<file path="src/inc/tlv_pkg.sv">
// Constants and carrier types for the two-level vectored interrupt unit.
// Assumes one clk edge per machine cycle of the processor core.
`default_nettype none
package tlv_pkg;
    // ****************************************
    // Register map (byte offsets, one word each)
    // ****************************************
    localparam logic [7:0] OFS_FLAG    = 8'h00;
    localparam logic [7:0] OFS_ENABLE  = 8'h04;
    localparam logic [7:0] OFS_PRIO    = 8'h08;
    localparam logic [7:0] OFS_CONFIG  = 8'h0C;
    localparam logic [7:0] OFS_STATUS  = 8'h10;
    localparam logic [7:0] OFS_WDCTRL  = 8'h14;
    // ****************************************
    // Flag register bit positions
    // ****************************************
    localparam int FLAG_W    = 15;
    localparam int FB_EXT0   = 0;
    localparam int FB_T0     = 1;
    localparam int FB_EXT1   = 2;
    localparam int FB_T1     = 3;
    localparam int FB_S0RX   = 4;
    localparam int FB_S0TX   = 5;
    localparam int FB_T2OVF  = 6;
    localparam int FB_T2CAP  = 7;
    localparam int FB_S1RX   = 8;
    localparam int FB_S1TX   = 9;
    localparam int FB_EXT2   = 10;
    localparam int FB_WDT    = 14;
    // ****************************************
    // Enable, priority, config, watchdog fields
    // ****************************************
    localparam int EN_W        = 17;
    localparam int PR_W        = 13;
    localparam int EN_GLOBAL   = 7;
    localparam int EN_PFI      = 16;
    localparam int CFG_W       = 6;
    localparam int CFG_TRIG0   = 0;
    localparam int CFG_TRIG1   = 1;
    localparam int CFG_HC_LO   = 2;
    localparam int WD_FLAG_BIT = 3;
    localparam logic [FLAG_W-1:0] FLAG_RST   = 15'h0000;
    localparam logic [EN_W-1:0]   ENABLE_RST = 17'h00000;
    localparam logic [PR_W-1:0]   PRIO_RST   = 13'h0000;
    localparam logic [CFG_W-1:0]  CFG_RST    = 6'h00;
    // ****************************************
    // Sources, levels, vectors, call timing
    // ****************************************
    localparam int NSRC     = 12;
    localparam int SRC_EXT0 = 0;
    localparam int SRC_T0   = 1;
    localparam int SRC_EXT1 = 2;
    localparam int SRC_T1   = 3;
    localparam int SRC_EXT2 = 7;
    localparam logic [1:0] LVL_NONE    = 2'h0;
    localparam logic [1:0] LVL_LOW     = 2'h1;
    localparam logic [1:0] LVL_HIGH    = 2'h2;
    localparam logic [1:0] LVL_HIGHEST = 2'h3;
    localparam int         CALL_CYCLES = 4;
    localparam logic [1:0] CALL_LAST   = 2'(CALL_CYCLES - 1);
    localparam logic [15:0] PFI_VECTOR = 16'h006B;
    localparam logic [15:0] VECTOR [NSRC] = '{
        16'h0003, 16'h000B, 16'h0013, 16'h001B, 16'h0023, 16'h002B,
        16'h003B, 16'h0043, 16'h004B, 16'h0053, 16'h005B, 16'h0063};
    // ****************************************
    // Carrier structs
    // ****************************************
    typedef struct packed {
        logic timer0_ovf;
        logic timer1_ovf;
        logic timer2_ovf;
        logic timer2_cap;
        logic serial0_rx;
        logic serial0_tx;
        logic serial1_rx;
        logic serial1_tx;
        logic watchdog_timeout;
    } tlv_events_t;
    typedef struct packed {
        logic        last_cycle;
        logic        writes_irq_regs;
        logic        is_return_from_irq;
        logic [15:0] pc;
    } tlv_core_in_t;
    typedef struct packed {
        logic        active;
        logic        push;
        logic        load;
        logic [15:0] push_pc;
        logic [15:0] vector;
    } tlv_call_out_t;
endpackage
`default_nettype wire

</file>
<file path="src/core/tlv_irq_ctrl.sv">
// Two-level vectored interrupt controller with Avalon-MM register slave.
// Assumes clk is the machine-cycle clock and all inputs are synchronous.
//
// Notes on behaviour
// Twelve sources, each flag, enable, priority, vector
// External 0/1 edge or level by select
// Edge: high sample then low sets flag
// Requester holds pin levels one full cycle
// Edge-mode external 0/1 flags cleared on vectoring
// Level mode: flag follows pin, never cleared
// External 2-5 edge only; optional hardware clear
// Timer 0/1 flags cleared on vectoring
// Timer 2 request ORs two flags, no clear
// Watchdog flag at control bit 3, enable 4; here its enable is ENABLE bit 12
// Serial requests OR rx/tx, never hardware cleared
// Software writes flags like hardware set/clear
// Global enable masks all but power-fail
// Two levels plus highest; no lower preemption
// Ties resolved by fixed source order
// Sample, poll, resolve every machine cycle
// Call only when three conditions hold
// Denied requests are not remembered
// Push PC, no status word, load vector
// Fixed vector address per source
// Return-from-irq ends service; plain return not
// Pins sampled each cycle; call takes four cycles
// One in-service bit per level blocks acceptance
`timescale 1ns/1ps
`default_nettype none
module tlv_irq_ctrl
    import tlv_pkg::*;
(
    input  wire logic          clk,
    input  wire logic          arst_n,
    input  wire logic [7:0]    avs_address,
    input  wire logic          avs_read,
    input  wire logic          avs_write,
    input  wire logic [31:0]   avs_writedata,
    input  wire logic [3:0]    avs_byteenable,
    output logic      [31:0]   avs_readdata,
    output logic               avs_waitrequest,
    input  wire logic [5:0]    ext_request_pin_n,
    input  wire tlv_events_t   events_i,
    input  wire logic          power_fail_irq,
    input  wire tlv_core_in_t  core_i,
    output tlv_call_out_t      call_o
);
    typedef enum logic {ST_IDLE, ST_CALL} tlv_state_t;

    // ****************************************
    // State
    // ****************************************
    logic [FLAG_W-1:0] flag_reg,     flag_next;
    logic [EN_W-1:0]   enable_reg,   enable_next;
    logic [PR_W-1:0]   prio_reg,     prio_next;
    logic [CFG_W-1:0]  cfg_reg,      cfg_next;
    logic [5:0]        pin_prev_reg, pin_prev_next;
    logic [2:0]        insvc_reg,    insvc_next;
    tlv_state_t        state_reg,    state_next;
    logic [1:0]        cnt_reg,      cnt_next;
    logic [15:0]       vec_reg,      vec_next;
    logic [15:0]       pushpc_reg,   pushpc_next;
    logic              ack_reg,      ack_next;
    logic [31:0]       rdata_reg,    rdata_next;

    logic              bus_req;
    logic              wr_hit;
    logic [31:0]       be_mask;
    logic [31:0]       rd_mux;
    logic [5:0]        pin_edge;
    logic [FLAG_W-1:0] flag_set;
    logic [FLAG_W-1:0] flag_clr;
    logic [FLAG_W-1:0] flag_sw;
    logic [NSRC-1:0]   src_flag;
    logic [NSRC-1:0]   src_en;
    logic [NSRC-1:0]   src_hi;
    logic [NSRC-1:0]   src_req;
    logic              pfi_req;
    logic [1:0]        win_lvl;
    logic [3:0]        win_idx;
    logic              win_pfi;
    logic [1:0]        active_lvl;
    logic              poll_ok;
    logic              accept;

    // ****************************************
    // Avalon slave: one wait cycle per access
    // ****************************************
    assign bus_req         = avs_read | avs_write;
    assign avs_waitrequest = bus_req & ~ack_reg;
    assign wr_hit          = avs_write & ack_reg;
    assign be_mask         = {{8{avs_byteenable[3]}}, {8{avs_byteenable[2]}},
                              {8{avs_byteenable[1]}}, {8{avs_byteenable[0]}}};
    assign avs_readdata    = rdata_reg;

    always_comb begin
        rd_mux = 32'h0000_0000;
        case (avs_address)
            OFS_FLAG:   rd_mux[FLAG_W-1:0] = flag_reg;
            OFS_ENABLE: rd_mux[EN_W-1:0]   = enable_reg;
            OFS_PRIO:   rd_mux[PR_W-1:0]   = prio_reg;
            OFS_CONFIG: rd_mux[CFG_W-1:0]  = cfg_reg;
            OFS_STATUS: begin
                rd_mux[2:0]   = insvc_reg;
                rd_mux[3]     = (state_reg == ST_CALL);
                rd_mux[4]     = pfi_req;
                rd_mux[27:16] = src_req;
            end
            OFS_WDCTRL: rd_mux[WD_FLAG_BIT] = flag_reg[FB_WDT];
            default:    rd_mux = 32'h0000_0000;
        endcase
    end

    always_comb begin
        ack_next   = bus_req & ~ack_reg;
        rdata_next = rdata_reg;
        if (avs_read && !ack_reg) begin
            rdata_next = rd_mux;
        end
        enable_next = enable_reg;
        prio_next   = prio_reg;
        cfg_next    = cfg_reg;
        if (wr_hit) begin
            case (avs_address)
                OFS_ENABLE: enable_next = (enable_reg & ~be_mask[EN_W-1:0])
                              | (avs_writedata[EN_W-1:0] & be_mask[EN_W-1:0]);
                OFS_PRIO:   prio_next = (prio_reg & ~be_mask[PR_W-1:0])
                              | (avs_writedata[PR_W-1:0] & be_mask[PR_W-1:0]);
                OFS_CONFIG: cfg_next = (cfg_reg & ~be_mask[CFG_W-1:0])
                              | (avs_writedata[CFG_W-1:0] & be_mask[CFG_W-1:0]);
                default:    cfg_next = cfg_reg;
            endcase
        end
    end

    // ****************************************
    // Pin sampling and flag update
    // ****************************************
    always_comb begin
        pin_prev_next = ext_request_pin_n;
        pin_edge      = pin_prev_reg & ~ext_request_pin_n;
    end

    always_comb begin
        flag_sw = flag_reg;
        if (wr_hit && avs_address == OFS_FLAG) begin
            flag_sw = (flag_reg & ~be_mask[FLAG_W-1:0])
                    | (avs_writedata[FLAG_W-1:0] & be_mask[FLAG_W-1:0]);
        end
        if (wr_hit && avs_address == OFS_WDCTRL && avs_byteenable[0]) begin
            flag_sw[FB_WDT] = avs_writedata[WD_FLAG_BIT];
        end
        flag_set = FLAG_RST;
        flag_set[FB_EXT0]  = cfg_reg[CFG_TRIG0] & pin_edge[0];
        flag_set[FB_EXT1]  = cfg_reg[CFG_TRIG1] & pin_edge[1];
        flag_set[FB_EXT2+3:FB_EXT2] = pin_edge[5:2];
        flag_set[FB_T0]    = events_i.timer0_ovf;
        flag_set[FB_T1]    = events_i.timer1_ovf;
        flag_set[FB_T2OVF] = events_i.timer2_ovf;
        flag_set[FB_T2CAP] = events_i.timer2_cap;
        flag_set[FB_S0RX]  = events_i.serial0_rx;
        flag_set[FB_S0TX]  = events_i.serial0_tx;
        flag_set[FB_S1RX]  = events_i.serial1_rx;
        flag_set[FB_S1TX]  = events_i.serial1_tx;
        flag_set[FB_WDT]   = events_i.watchdog_timeout;
        // Clear on vectoring; serial, timer 2, watchdog never
        flag_clr = FLAG_RST;
        if (accept && !win_pfi) begin
            case (win_idx)
                4'(SRC_EXT0): flag_clr[FB_EXT0] = cfg_reg[CFG_TRIG0];
                4'(SRC_EXT1): flag_clr[FB_EXT1] = cfg_reg[CFG_TRIG1];
                4'(SRC_T0):   flag_clr[FB_T0]   = 1'b1;
                4'(SRC_T1):   flag_clr[FB_T1]   = 1'b1;
                4'(SRC_EXT2):     flag_clr[FB_EXT2]   = cfg_reg[CFG_HC_LO];
                4'(SRC_EXT2 + 1): flag_clr[FB_EXT2+1] = cfg_reg[CFG_HC_LO+1];
                4'(SRC_EXT2 + 2): flag_clr[FB_EXT2+2] = cfg_reg[CFG_HC_LO+2];
                4'(SRC_EXT2 + 3): flag_clr[FB_EXT2+3] = cfg_reg[CFG_HC_LO+3];
                default:      flag_clr = FLAG_RST;
            endcase
        end
        // Hardware set wins over any clear in the same cycle
        flag_next = (flag_sw & ~flag_clr) | flag_set;
        if (!cfg_reg[CFG_TRIG0]) begin
            flag_next[FB_EXT0] = ~ext_request_pin_n[0];
        end
        if (!cfg_reg[CFG_TRIG1]) begin
            flag_next[FB_EXT1] = ~ext_request_pin_n[1];
        end
    end

    // ****************************************
    // Poll and priority resolution
    // ****************************************
    always_comb begin
        src_flag = {flag_reg[FB_WDT], flag_reg[FB_EXT2+3:FB_EXT2],
                    flag_reg[FB_S1RX] | flag_reg[FB_S1TX],
                    flag_reg[FB_T2OVF] | flag_reg[FB_T2CAP],
                    flag_reg[FB_S0RX] | flag_reg[FB_S0TX],
                    flag_reg[FB_T1], flag_reg[FB_EXT1],
                    flag_reg[FB_T0], flag_reg[FB_EXT0]};
        src_en  = {enable_reg[12:8], enable_reg[6:0]};
        src_hi  = {prio_reg[12:8], prio_reg[6:0]};
        src_req = src_flag & src_en & {NSRC{enable_reg[EN_GLOBAL]}};
        pfi_req = power_fail_irq & enable_reg[EN_PFI];
    end

    always_comb begin
        win_lvl = LVL_NONE;
        win_idx = 4'h0;
        win_pfi = 1'b0;
        // Downward scan with >= lets the earlier source win ties
        for (int i = NSRC - 1; i >= 0; i--) begin
            if (src_req[i] && (src_hi[i] ? LVL_HIGH : LVL_LOW) >= win_lvl) begin
                win_lvl = src_hi[i] ? LVL_HIGH : LVL_LOW;
                win_idx = 4'(i);
            end
        end
        if (pfi_req) begin
            win_lvl = LVL_HIGHEST;
            win_pfi = 1'b1;
        end
        if (insvc_reg[2]) begin
            active_lvl = LVL_HIGHEST;
        end else if (insvc_reg[1]) begin
            active_lvl = LVL_HIGH;
        end else if (insvc_reg[0]) begin
            active_lvl = LVL_LOW;
        end else begin
            active_lvl = LVL_NONE;
        end
        poll_ok = (state_reg == ST_IDLE) && core_i.last_cycle
                && !core_i.writes_irq_regs && !core_i.is_return_from_irq;
        accept  = poll_ok && (win_lvl > active_lvl);
    end

    // ****************************************
    // In-service tracking and hardware call
    // ****************************************
    always_comb begin
        insvc_next = insvc_reg;
        if (accept) begin
            insvc_next[win_lvl - 2'h1] = 1'b1;
        end else if (core_i.is_return_from_irq && core_i.last_cycle) begin
            if (insvc_reg[2]) begin
                insvc_next[2] = 1'b0;
            end else if (insvc_reg[1]) begin
                insvc_next[1] = 1'b0;
            end else begin
                insvc_next[0] = 1'b0;
            end
        end
    end

    always_comb begin
        state_next  = state_reg;
        cnt_next    = cnt_reg;
        vec_next    = vec_reg;
        pushpc_next = pushpc_reg;
        case (state_reg)
            ST_IDLE: begin
                if (accept) begin
                    state_next  = ST_CALL;
                    cnt_next    = 2'h0;
                    pushpc_next = core_i.pc;
                    vec_next    = win_pfi ? PFI_VECTOR : VECTOR[win_idx];
                end
            end
            ST_CALL: begin
                if (cnt_reg == CALL_LAST) begin
                    state_next = ST_IDLE;
                end else begin
                    cnt_next = cnt_reg + 2'h1;
                end
            end
            default: state_next = ST_IDLE;
        endcase
    end

    always_comb begin
        call_o.active  = (state_reg == ST_CALL);
        call_o.push    = (state_reg == ST_CALL) && (cnt_reg == 2'h0);
        call_o.load    = (state_reg == ST_CALL) && (cnt_reg == CALL_LAST);
        call_o.push_pc = pushpc_reg;
        call_o.vector  = vec_reg;
    end

    // ****************************************
    // Registers
    // ****************************************
    always_ff @(posedge clk or negedge arst_n) begin
        if (!arst_n) begin
            flag_reg     <= FLAG_RST;
            enable_reg   <= ENABLE_RST;
            prio_reg     <= PRIO_RST;
            cfg_reg      <= CFG_RST;
            pin_prev_reg <= 6'h3F;
            insvc_reg    <= 3'h0;
            state_reg    <= ST_IDLE;
            cnt_reg      <= 2'h0;
            vec_reg      <= 16'h0000;
            pushpc_reg   <= 16'h0000;
            ack_reg      <= 1'b0;
            rdata_reg    <= 32'h0000_0000;
        end else begin
            flag_reg     <= flag_next;
            enable_reg   <= enable_next;
            prio_reg     <= prio_next;
            cfg_reg      <= cfg_next;
            pin_prev_reg <= pin_prev_next;
            insvc_reg    <= insvc_next;
            state_reg    <= state_next;
            cnt_reg      <= cnt_next;
            vec_reg      <= vec_next;
            pushpc_reg   <= pushpc_next;
            ack_reg      <= ack_next;
            rdata_reg    <= rdata_next;
        end
    end

    // ****************************************
    // Assertions
    // ****************************************
    a_edge_sets_flag: assert property (@(posedge clk) disable iff (!arst_n)
        cfg_reg[CFG_TRIG0] && pin_prev_reg[0] && !ext_request_pin_n[0]
        |=> flag_reg[FB_EXT0])
        else $error("edge on external 0 did not set its flag");

    a_level_no_clear: assert property (@(posedge clk) disable iff (!arst_n)
        accept && !win_pfi && win_idx == 4'(SRC_EXT0) && !cfg_reg[CFG_TRIG0]
        && !ext_request_pin_n[0] |=> flag_reg[FB_EXT0])
        else $error("level external 0 flag cleared while pin low");

    a_timer_clear: assert property (@(posedge clk) disable iff (!arst_n)
        accept && !win_pfi && win_idx == 4'(SRC_T0) && !events_i.timer0_ovf
        |=> !flag_reg[FB_T0])
        else $error("timer 0 flag not cleared on vectoring");

    a_timer2_keep: assert property (@(posedge clk) disable iff (!arst_n)
        accept && !win_pfi && win_idx == 4'h5 && flag_reg[FB_T2OVF] && !wr_hit
        |=> flag_reg[FB_T2OVF])
        else $error("timer 2 flag cleared by vectoring");

    a_serial_keep: assert property (@(posedge clk) disable iff (!arst_n)
        accept && !win_pfi && win_idx == 4'h4 && flag_reg[FB_S0RX] && !wr_hit
        |=> flag_reg[FB_S0RX])
        else $error("serial 0 flag cleared by hardware");

    a_sw_flag_set: assert property (@(posedge clk) disable iff (!arst_n)
        wr_hit && avs_address == OFS_FLAG && avs_byteenable[0]
        && avs_writedata[FB_S0RX] |=> flag_reg[FB_S0RX])
        else $error("software write did not set serial 0 flag");

    a_global_mask: assert property (@(posedge clk) disable iff (!arst_n)
        !enable_reg[EN_GLOBAL] && !pfi_req |-> !accept)
        else $error("call taken while globally disabled");

    a_no_preempt: assert property (@(posedge clk) disable iff (!arst_n)
        insvc_reg[1] && !pfi_req |-> !accept)
        else $error("high level service preempted");

    a_call_length: assert property (@(posedge clk) disable iff (!arst_n)
        accept |=> call_o.active [*4] ##1 !call_o.active)
        else $error("hardware call not four cycles long");

    a_vector_load: assert property (@(posedge clk) disable iff (!arst_n)
        accept && !win_pfi |=> call_o.push && call_o.push_pc == $past(core_i.pc)
        && call_o.vector == VECTOR[$past(win_idx)])
        else $error("wrong vector or pushed pc");

    a_blocked_call: assert property (@(posedge clk) disable iff (!arst_n)
        core_i.writes_irq_regs || core_i.is_return_from_irq || !core_i.last_cycle
        |=> !call_o.push)
        else $error("call started in a blocked cycle");

    a_return_from_irq_ends: assert property (@(posedge clk) disable iff (!arst_n)
        core_i.is_return_from_irq && core_i.last_cycle && insvc_reg == 3'h1
        |=> insvc_reg == 3'h0)
        else $error("return did not end service");

    a_bus_answer: assert property (@(posedge clk) disable iff (!arst_n)
        bus_req |-> ##[0:1] !avs_waitrequest)
        else $error("bus access not answered in one cycle");
endmodule
`default_nettype wire

</file>
<file path="config.mk">
export PLATFORM = sky130hd
export DESIGN_NAME = tlv_irq_ctrl
export DESIGN_NICKNAME = d
export VERILOG_FILES = /design/src/inc/tlv_pkg.sv /design/src/core/tlv_irq_ctrl.sv
export SDC_FILE = /design/constraint.sdc
export NUM_CORES = 1
export LEC_CHECK = 0
export ABC_AREA = 1
export BUFFER_PORTS_ARGS = -buffer_cell sky130_fd_sc_hd__buf_2
export CAP_MARGIN = 10
export CORE_MARGIN = 2
export CORE_UTILIZATION = 40
export CTS_CLUSTER_DIAMETER = 30
export DETAILED_ROUTE_END_ITERATION = 10
export PLACE_DENSITY = 0.64
export SKIP_LAST_GASP = 1
export SYNTH_ARGS = -nofsm -noshare
export SYNTH_HDL_FRONTEND = slang
export SYNTH_SLANG_ARGS = --single-unit
</file>
<file path="constraint.sdc">
create_clock -name clk -period 17.3 [get_ports clk]
set_clock_uncertainty 0.1 [all_clocks]
set_input_delay 1.73 -clock clk [delete_from_list [all_inputs] [get_ports clk]]
set_output_delay 1.73 -clock clk [all_outputs]
set_load 0.01 [all_outputs]
</file>
Yosys cells after proc, flatten, opt, wreduce, memory -nomap -nowiden
Memories as Yosys holds them, arrays and structs flattened. Cells that the tools add are included.

Register bits after elaboration: 124. Latch bits: 0. Memory bits (writable): 0. ROM bits: 256. Input bits: 83. Output and inout bits: 68. Logic and storage cells: 206. Memories: 1.

Memory list: (name not given) (depth 16, bits a word 16, read ports 1, clocked after memory_dff 0, wr ports 0, RTL line tlv_irq_ctrl.sv:265) `vec_next = win_pfi ? PFI_VECTOR : VECTOR[win_idx];`.

Add/sub/neg operators: 2. Multiply operators: 0. Divide/modulo/power cells: 0. Order comparisons: 16. Equality and inequality tests: 17. Shift-type cells: 0. Muxes and demuxes: 78. Bitwise logic cells: 38. Reductions and logical operators: 40.

Operator list (count): two-way mux 2 bit (30); two-way mux 16 bit (3); two-way mux 4 bit (12); AND 15 bit (3); AND 17 bit (2); inverter 15 bit (2); bitwise OR 15 bit (2); AND 13 bit (2); logical AND 1 bit (25); AND 12 bit (2); greater-or-equal comparator 2 bit (11); case mux 7 bit (3 select lines) (1); AND 6 bit (3); two-way mux 1 bit (18); inverter 17 bit (1); bitwise OR 17 bit (1); equality test 8 x 4 -> 1 bit, second input constant (2); equality test 8 x 5 -> 1 bit, second input constant (2); two-way mux 15 bit (1); case mux 3 bit (5 select lines) (1); two-way mux 14 bit (1); inverter 13 bit (1); bitwise OR 13 bit (1); equality test 4 bit, second input constant (3); 35 further kinds (61).

Longest topological paths before layout
Gate-level depths: netlist (run 1).

Depth after elaboration: 47. Depth in mapped cells: 110. Depth with buffers taken out: 110.

Worst setup path before layout (run 1)
OpenSTA, ideal clock, no wires.

Kind: register -> register. Start: register (tool-made name). End: register flag_reg[3]. Library setup time: 0.118 ns. Arrival time: 11.313 ns. Data required time: 17.082 ns. Path slack: 5.769 ns. Stages on the path, launching flop included: 103. Path buffers: 0. Clock period less this slack: 11.531 ns. Cell sequence: dfrtp_1 -> nand3_2 -> inv_2 -> nand2_1 -> ha_1 -> nand2_1 -> nand3_1 -> nand2_1 -> inv_1 -> nand2_1 -> nand2_1 -> inv_1 -> ha_1 -> inv_1 -> nand2_1 -> o21ai_1 -> inv_1 -> nand2_1 -> [67 not listed] -> nand2_1 -> ha_1 -> o21ai_0 -> nand2_1 -> nand2_1 -> inv_1 -> nand2_1 -> o21a_1 -> nand2_1 -> ha_1 -> inv_1 -> o21bai_1 -> nand3_1 -> nor2_1 -> inv_1 -> nor2_2 -> nand3_1 -> a21o_1.

RTL lines: end signal, assigned (RTL line tlv_irq_ctrl.sv:305) `flag_reg <= flag_next;`; end, declared (RTL line tlv_irq_ctrl.sv:53) `logic [FLAG_W-1:0] flag_reg, flag_next;`.

==> impl_metrics.toml, run 1 <==
[min_path]
hp-start = "avs_readdata[7]"
holdPathEnd = "avs_readdata[7]"
hold_path_class = "register to register"
min_path_cells = 2

[routing]
drc = 0
routed.top_layer = "met4"
drt_iter0_drc = 386
ant_nets = 0
routed_wl_mm = 16.6
met3_length_mm = 1.25
wl_met2_mm = 7.29
dr.pass1.iters = 6
met1_length_mm = 7.78
post_drt_wl_per_cell_um = 14.9
viasPerCell = 5.03
vias = 5598

[sta]
finalSetupViolCount = 0
final.period_utilization_pct = 79.0
slew_headroom_pct = 41.6
maxSlewViolCount = 0
rsz0062_at_grt = "false"
clock.fmax_mhz = 73.2
setup-tns-final_ps = 0
worstMarginPinSlew_ps = 876
setup_ws_ps = 3630
hold_violations = 0
whs_ps = 369
period_minus_slack_ps = 13670

[worst_setup_path]
crit_type = "register to register"
arrival_ps = 13870
rr_worst_depth = 102
end_kind = "register"
crit_top_cell = "nand2_1"
crit_required_ps = 17500
slowest_stage = "nor2_1"
r2r_slack_ps = 3630
timing.rr.end = "flag_reg[3]"
max_stage_delay_ps = 690
cp-start-kind = "register"
cp_max_fo = 19

[pwr]
pwr-share-clk_pct = 51.5
powerDensity_nw_per_um2 = 91.6
vdd_ir_drop_max_uv = 59.8
total_power_mw = 0.687
p_comb_share_pct = 7.3
swShare_pct = 22.7
seq_power_share_pct = 41.1
netSwitchingPower_mw = 0.156
internal-power_mw = 0.530
p_leak_nw = 3.94

[clock_tree]
cts_htree_levels = 4
cts_tree = "built"
post_cts_buffers = 0
cts_buffers = 17
cts_resized = 0
cts.sinks = 113
insertion_delay_ps = 420
path_clk_slew_ps = 50
ctsLongestPathBuffers = 2
root_buffer = "clkbuf_16"
ctsHoldBuffers = 0

[layout]
multi_input_area_um2 = 2770
nets = 1018
register_area_um2 = 2840
fill_cells = 1513
antenna-diode-count = 0
drive_gt1_share_pct = 21.1
stdcell_area_um2 = 7490
area_growth_pct = 21.5

[global_routing]
overflow = 0
antenna_found_initial = 0
grt_pass1_wl_mm = 26.1
grt_max_degree = 70
grt_pass1_vias = 4973
track_usage_pct = 20.8

[logic_synthesis]
avgSynthCellArea_um2 = 7.83
yosysWarnings = 0
ys_seq_area_share_pct = 46.0
synth_area_um2 = 6170
synth.distinct_cells = 47
syn_inst = 787
synth-seq-cells = 113

[placed_design]
postPlaceCellArea_um2 = 6900
gp_congestion = 0.816
dp_worst_setup_slack_ps = 3710
place_hpwl_mm = 12.2
port_buffers = 120

[flow_run]
cap_violations = 0

[die]
die-area_um2 = 16400
core_um2 = 15100
initial_core_util_pct = 40.7
die_h_um = 128
dieWidth_um = 128
rows = 45
ioPinCount = 151

[run_status]
status = "finished clean"
[routing by layer]
layer | track usage [%] | vias up
met5 | 0 | -
met2 | 30.7 | 202
met3 | 5.34 | 21
met4 | 6.14 | 0
li1 | - | 2776
met1 | 30.1 | 2599
[cell type report]
cell class | count | share of cell area, %
Multi-Input combinational cell | 542 | 36.9
Clock inverter | 6 | 1.40
Tap cell | 188 | 3.14
Clock buffer | 25 | 6.48
Timing Repair Buffer | 124 | 8.45
Sequential cell | 113 | 37.8
Inverter | 115 | 5.79
[worst max-delay path, delay by kind of cell, from the launching register on]
kind | cells | cell delay, ps
AOI/OAI and AO/OA | 12 | 2080
DFF | 1 | 470
and+or+nand+nor | 54 | 5970
adders and majority gates | 12 | 3180
buffers and inverters | 24 | 1700
[stage by stage]
stage | util, % | std cells
final | 49.5 | 1113
after global placement | 45.6 | 1082
after CTS | 49.5 | 1113
after floorplan | - | 800
after detailed placement | 45.6 | 1082
after global routing | 49.5 | 1113
[power groups by stage]
stage / Sequential, mW / Clock [mW] / Combinational, mW
global route: 0.284 / 0.373 / 0.0567
finish: 0.283 / 0.354 / 0.0501
detailed placement: 0.287 / 0 / 0.0508
floorplan: 0.289 / 0 / 0.0221
CTS: 0.282 / 0.358 / 0.0512
global placement: 0.286 / 0 / 0.0503
[cell usage after synthesis, drive strengths merged]
cell    count  area [um^2]
a211oi      2         15.0
a21boi      1         7.51
a21o        4         30.0
a21oi      31          166
a221oi      4         35.0
a31oi       3         18.8
a32o        1         10.0
and2        1         6.26
and3        1         11.3
buf        17          131
clkbuf     13         48.8
clkinv      1         3.75
conb        1         3.75
dfrtp     107         2680
dfstp       6          158
ha         22          275
inv       114          430
mux2        3         33.8
nand2     237          897
nand3      41          263
nand3b      1         7.51
nand4       5         46.3
nor2       46          193
nor3       10         50.1
nor4        2         18.8
nor4b       1         8.76
o211ai      3         22.5
o21a        2         15.0
o21ai      87          443
o21bai      1         7.51
o221ai      3         26.3
o22ai      11         68.8
o31ai       4         30.0
or2         1         6.26
[worst max-delay path by stage]
stage	from	endpoint	slack, ps	cells past startpoint
5_1_grt	register	flag_reg[3]	1920	102
4_1_cts	register	flag_reg[3]	3580	102
3_5_place_dp	register	flag_reg[3]	3710	102
2_1_floorplan	register	flag_reg[3]	5770	102
6_report	register	flag_reg[3]	3630	102
3_3_place_gp	register	flag_reg[3]	3870	102
[cells by family (layout without fill, tap and decap cells)]
kind of cell             after synthesis  in the layout  synth area share [%]
adder cells (fa/ha/maj)               22             22                  4.46
other                                  1             14                0.0608
flip-flops                           113            113                  46.0
multiplexers                           3              3                 0.548
buffers and inverters                145            270                  9.96
AO/OA/AOI/OAI                        157            157                  14.5
AND/OR/NAND/NOR                      346            346                  24.5
[layout by cell type (no fill, tap or decap), types with 5 or more instances in the layout]
cell,netlist,layout
clkbuf_16,0,17
a21oi_1,30,30
clkbuf_1,13,5
nand3_1,31,31
o21ai_0,81,81
nor2_2,5,5
o22ai_1,11,11
buf_2,0,119
nand3_2,9,9
buf_4,16,5
nand2_1,234,234
inv_2,9,9
inv_1,104,104
conb_1,1,14
ha_1,22,22
nor2_1,40,40
dfrtp_1,107,107
dfstp_2,6,6
nor3_1,10,10
Power figures use the tool's default switching activity.
==> run 2: changes to the inputs <==
--- a/config.mk
+++ b/config.mk
@@ -5,14 +5,14 @@
 export SDC_FILE = /design/constraint.sdc
 export NUM_CORES = 1
 export LEC_CHECK = 0
-export ABC_AREA = 1
+export ABC_AREA = 0
 export BUFFER_PORTS_ARGS = -buffer_cell sky130_fd_sc_hd__buf_2
 export CAP_MARGIN = 10
 export CORE_MARGIN = 2
 export CORE_UTILIZATION = 40
 export CTS_CLUSTER_DIAMETER = 30
 export DETAILED_ROUTE_END_ITERATION = 10
-export PLACE_DENSITY = 0.64
+export PLACE_DENSITY = 0.66
 export SKIP_LAST_GASP = 1
 export SYNTH_ARGS = -nofsm -noshare
 export SYNTH_HDL_FRONTEND = slang
==> constraint.sdc (replaced) <==
create_clock -name clk -period 11.9 [get_ports clk]
set_clock_uncertainty 0.1 [all_clocks]
set_input_delay 1.19 -clock clk [delete_from_list [all_inputs] [get_ports clk]]
set_output_delay 1.19 -clock clk [all_outputs]
set_load 0.01 [all_outputs]
==> run 2 against run 1 <==
Critical path depth is 22 lower. Highest routed layer unchanged. Critical path type unchanged. Critical endpoint is now flag_reg[12]. Via count rose by 5.3%. Worst setup slack lost 4200 ps. Largest cell class is now multi-input combinational cells. Area after synthesis increased by 3.2%. The run now ends with setup timing left.
==> impl_metrics.toml, run 2 <==
[flow_run]
cap_violations = 0

[placed_design]
place_hpwl_mm = 13.9
gp_congestion = 0.879
dp_cells = 998
port_buffers = 120

[sta]
worstMarginPinSlew_ps = 1200
whs_ps = 369
setup_ws_ps = -547
period_minus_slack_ps = 12450
maxSlewViolCount = 0
finalSetupViolCount = 35
clock.fmax_mhz = 80.3
hold_violations = 0
rsz0062_at_grt = "true"
final.period_utilization_pct = 105
slew_headroom_pct = 19.7

[logic_synthesis]
synth_edf_count = 0
avgSynthCellArea_um2 = 10.3
synth.distinct_cells = 77
yosysWarnings = 0
ys_seq_area_share_pct = 44.6
synth-seq-cells = 113
ys.flop_type = "dfrtp_1"
async_reset_ff_share_pct = 100
yosys-top-cells-count = "dfrtp_1, nand2_1, mux2_2"
synth_area_um2 = 6360
synth_most_common_cell = "dfrtp_1"
ys_top_cells_by_area = "dfrtp_1, mux2_2, ha_1, nand2_1, dfstp_2"
syn_inst = 616
yosysTopAreaCellShare_pct = 42.1
yosysTopAreaCell = "dfrtp_1"

[routing]
vias = 5894
ant_nets = 0
drt_iter0_drc = 486
viasPerCell = 5.49
drc = 0
post_drt_wl_per_cell_um = 18.7
dr.pass1.iters = 6
routed_wl_mm = 20.0

[pwr]
powerDensity_nw_per_um2 = 112
p_leak_nw = 4.61
internal-power_mw = 0.792
vdd_ir_drop_max_uv = 104
netSwitchingPower_mw = 0.235
seq_power_share_pct = 40.0
p_comb_share_pct = 7.3
pwr-share-clk_pct = 52.7
swShare_pct = 22.9

[global_routing]
antenna_found_initial = 0
overflow = 0
grt_max_degree = 81
grt_pass1_wl_mm = 30.7
track_usage_pct = 23.7
grt_pass1_vias = 6001

[worst_setup_path]
cp-start-kind = "register"
end_kind = "register"
timing.rr.end = "flag_reg[12]"
max_stage_delay_ps = 450
slowest_stage = "or4_4"
rr_worst_depth = 80
crit_type = "register to register"
critical_path_buf_inv_count = 4
crit_required_ps = 12100
crit_family = "simple AND/OR/NAND/NOR gates"
path_depth = 80
r2r_slack_ps = -550
worstSetupEndpoint = "flag_reg[12]"
cp_max_fo = 5
arrival_ps = 12650

[clock_tree]
ctsLongestPathBuffers = 2
ctsHoldBuffers = 0
cts.sinks = 113
root_buffer = "clkbuf_16"
cts_buffers = 17
path_clk_slew_ps = 50
cts_htree_levels = 4
insertion_delay_ps = 420
cts_tree = "built"

[die]
dieWidth_um = 130
core_um2 = 15700
die_h_um = 130
rows = 46
initial_core_util_pct = 40.5
ioPinCount = 151
die-area_um2 = 16900

[run_status]
status = "finished, violations left"
violations = "setup timing"

[layout]
layout_commonest_cell = "buf_2"
antenna-diode-count = 0
nets = 950
mostFrequentLayoutCells = "buf_2, dfrtp_1, buf_4, nand2_1, mux2_2"
area_growth_pct = 43.9
stdcell_count = 1074
drive_gt1_share_pct = 50.6

[min_path]
hold_path_class = "register to register"
[run 2: worst min path at each step]
| stage | startpoint | endpoint | slack (ps) | cells after the start |
|---|---|---|---|---|
| final | avs_readdata[15] | avs_readdata[15] | 370 | 2 |
| after global placement | avs_readdata[15] | avs_readdata[15] | 350 | 2 |
| after detailed placement | avs_readdata[15] | avs_readdata[15] | 360 | 2 |
| after CTS | avs_readdata[15] | avs_readdata[15] | 370 | 2 |
| after floorplan | register | avs_readdata[15] | 360 | 2 |
| after global routing | avs_readdata[15] | avs_readdata[15] | 400 | 2 |
[run 2: cell type report]
| type | instances | area [um^2] |
|---|---|---|
| fillers | 1315 | 6560 |
| multi-input cells | 458 | 3810 |
| flip-flops and latches | 113 | 2840 |
| repair buffers | 236 | 1540 |
| clock buffers | 22 | 464 |
| well taps | 216 | 270 |
| clock inverters | 10 | 158 |
| inverters | 19 | 71.3 |
[run 2: tightest hold or removal path, delay by kind of cell (launching register included)]
kind / cells / cell delay [ps]
flops: 1 / 340
simple gates: 2 / 100
[run 2: routing by layer]
layer / vias up / track usage [%] / wire length, um
li1: 2693 / - / -
met1: 2909 / 29.3 / 8360
met2: 255 / 39.5 / 9810
met3: 37 / 6.11 / 1380
met4: 0 / 10.2 / 483
met5: - / 0 / 0
[run 2: metrics by stage]
stage / TNS, ps / power (mW) / setup slack (ps) / instance area (um^2) / utilization, %
2_1_floorplan: -29450 / 0.450 / -978 / 6600 / -
3_3_place_gp: -17730 / 0.485 / -629 / 7760 / 49.4
3_5_place_dp: -28320 / 0.488 / -954 / 7760 / 49.4
4_1_cts: -17560 / 1.03 / -660 / 8870 / 56.4
5_1_grt: -35670 / 1.06 / -1180 / 9150 / 58.2
6_report: -14660 / 1.03 / -547 / 9150 / 58.2
[run 2: repair_timing]
item                                   4_1_cts  5_1_grt
gates cloned                                 2        0
buffers inserted                            30       16
setup endpoints to repair                   35       35
gates resized for setup                     50       41
endpoints found under the hold margin        0        0
pin swaps                                   52       45
[run 2: power by group through the flow]
stage	Combinational, mW	Clock, mW	Sequential (mW)
global placement	0.0699	0	0.415
floorplan	0.0309	0	0.419
global route	0.0840	0.563	0.412
finish	0.0753	0.541	0.411
detailed placement	0.0720	0	0.416
CTS	0.0741	0.542	0.410
[run 2: logic make-up after synthesis]
logic type / count (synthesis) / synth area share, %
AOI/OAI and AO/OA: 135 / 16.5
muxes: 60 / 10.5
other: 1 / 0.0590
DFF: 113 / 44.6
buffers and inverters: 58 / 4.74
and+or+nand+nor: 225 / 19.0
adders and majority gates: 24 / 4.68
==> run 3: changes to the inputs <==
--- a/config.mk
+++ b/config.mk
@@ -9,10 +9,10 @@
 export BUFFER_PORTS_ARGS = -buffer_cell sky130_fd_sc_hd__buf_2
 export CAP_MARGIN = 10
 export CORE_MARGIN = 2
-export CORE_UTILIZATION = 40
+export CORE_UTILIZATION = 49
 export CTS_CLUSTER_DIAMETER = 30
 export DETAILED_ROUTE_END_ITERATION = 10
-export PLACE_DENSITY = 0.66
+export PLACE_DENSITY = 0.78
 export SKIP_LAST_GASP = 1
 export SYNTH_ARGS = -nofsm -noshare
 export SYNTH_HDL_FRONTEND = slang
==> run 3 against run 2 <==
The flow still finishes with violations (setup timing). Core utilization increased by 13 points. Cell count decreased by 4.1%. Largest cell class unchanged. Register-to-register slack got worse by 460 ps. Worst hold slack improved by 4.4 ps. First-iteration DRC count increased by 28%. Sequential cell count unchanged. Total power decreased by 3.3%. Largest power group unchanged. Die area decreased by 18%. Combinational power increased by 1%. Final area decreased by 1.1%. Maximum frequency decreased by 3.6%.
==> impl_metrics.toml, run 3 (same netlist as run 2, synthesis figures left out) <==
[sta]
worstMarginPinSlew_ps = 1180
clock.fmax_mhz = 77.5
setup_ws_ps = -1010
slew_headroom_pct = 21.1
rsz0062_at_grt = "true"
finalSetupViolCount = 35
period_minus_slack_ps = 12910
final.period_utilization_pct = 108
hold_violations = 0
maxSlewViolCount = 0

[layout]
area_growth_pct = 42.3
final_util_pct = 71.5
antenna-diode-count = 0
mostFrequentLayoutCells = "buf_2, buf_4, dfrtp_1, nand2_1, mux2_2"
drive_gt1_share_pct = 51.3
stdcell_area_um2 = 9050
layout_commonest_cell = "buf_2"
nets = 950

[pwr]
vdd_ir_drop_max_uv = 123
powerDensity_nw_per_um2 = 110
p_leak_nw = 4.61
total_power_mw = 0.993

[clock_tree]
path_clk_slew_ps = 60
ctsHoldBuffers = 0
cts_buffers = 17
cts_htree_levels = 4
cts.sinks = 113
cts_tree = "built"
root_buffer = "clkbuf_16"
ctsLongestPathBuffers = 2
insertion_delay_ps = 420

[global_routing]
grt_pass1_wl_mm = 31.3
busiest_layer = "met2"
use_met1_pct = 35.5
grtUsageMet2_pct = 46.3
track_usage_pct = 28.2
grt_max_degree = 73
antenna_found_initial = 0
overflow = 0
grtUsageMet3_pct = 7.70
grt_pass1_vias = 6226

[run_status]
violations = "setup timing"
status = "finished, violations left"

[routing]
viasPerCell = 6.02
ant_nets = 0
drt_iter0_drc = 621
routed_wl_mm = 20.3
drc = 0
post_drt_wl_per_cell_um = 19.8
vias = 6200
dr.pass1.iters = 10

[die]
rows = 41
ioPinCount = 151
initial_core_util_pct = 50.2
die-area_um2 = 13900
core_um2 = 12700
dieWidth_um = 118
die_h_um = 118

[min_path]
hold_path_class = "register to register"

[placed_design]
port_buffers = 120
postPlaceCellArea_um2 = 7670
gp_congestion = 0.928
place_hpwl_mm = 13.0

[worst_setup_path]
crit_top_cell = "ha_1"
end_kind = "register"
crit_required_ps = 12090
max_stage_delay_ps = 460
arrival_ps = 13100
crit_family = "simple AND/OR/NAND/NOR gates"
slowest_stage = "or4_4"
critical_path_buf_inv_count = 3
cp-start-kind = "register"
crit_type = "register to register"
cp_max_fo = 5

[flow_run]
cap_violations = 0
[run 3: changes by cell type in the layout (fill, tap and decap cells not counted), sizes merged]
cell,change
clkbuf,-5
clkinv,+3
inv,+3
bufinv,-2
clkinvlp,+1
[run 3: power breakdown]
group / leakage (nW) / switching [mW] / total (mW) / internal [mW]
Combinational: 2.89 / 0.0432 / 0.0764 / 0.0332
Sequential: 1.44 / 0.0113 / 0.411 / 0.400
Clock: 0.276 / 0.196 / 0.506 / 0.310
Total: 4.61 / 0.251 / 0.993 / 0.742
[run 3: layer usage]
metal | vias up | wire length (um)
met5 | - | 0
met4 | 0 | 600
met3 | 54 | 1950
met2 | 415 | 9820
met1 | 3018 | 7980
li1 | 2713 | -
[run 3: metrics by stage]
| step | cells | hold WS (ps) | TNS [ps] | worst slack (ps) |
|---|---|---|---|---|
| after detailed placement | 949 | 353 | -28840 | -947 |
| after floorplan | 629 | 361 | -29450 | -978 |
| after global placement | 949 | 344 | -17730 | -608 |
| after global routing | 1030 | 403 | -47500 | -1510 |
| after CTS | 1021 | 379 | -18590 | -659 |
| final | 1030 | 374 | -30380 | -1010 |
[run 3: path summary, 6_finish.rpt]
check	startpoint	end	slack, ps	cells past startpoint
max	flag_reg[14]	flag_reg[12]	-1010	79
min	avs_readdata[10]	avs_readdata[10]	370	2
max reg2reg	flag_reg[14]	flag_reg[12]	-1010	79
min reg2reg	avs_readdata[10]	avs_readdata[10]	370	2
max in group asynchronous	arst_n	flag_reg[14]	9700	2
min in group asynchronous	arst_n	pushpc_reg[1]	650	1
[run 3: what timing repair did]
item | in CTS | in global routing
buffers inserted | 38 | 11
gates resized for setup | 60 | 33
cloned | 2 | 0
endpoints found under the setup margin | 35 | 35
pin swaps | 51 | 49
[run 3: worst min-delay path, delay by kind of cell, from the launching register on]
kind            cells  cell delay (ps)
compound gates      1               60
flops               1              340
simple gates        1               50
[run 3: final cells by class]
class                   count  area [um^2]
multi-input cells         458         3790
inverters                  19         73.8
well taps                 172          215
clock inverters            15          161
clock buffers              17          425
fillers                   833         3620
repair buffers            236         1550
flip-flops and latches    113         2840
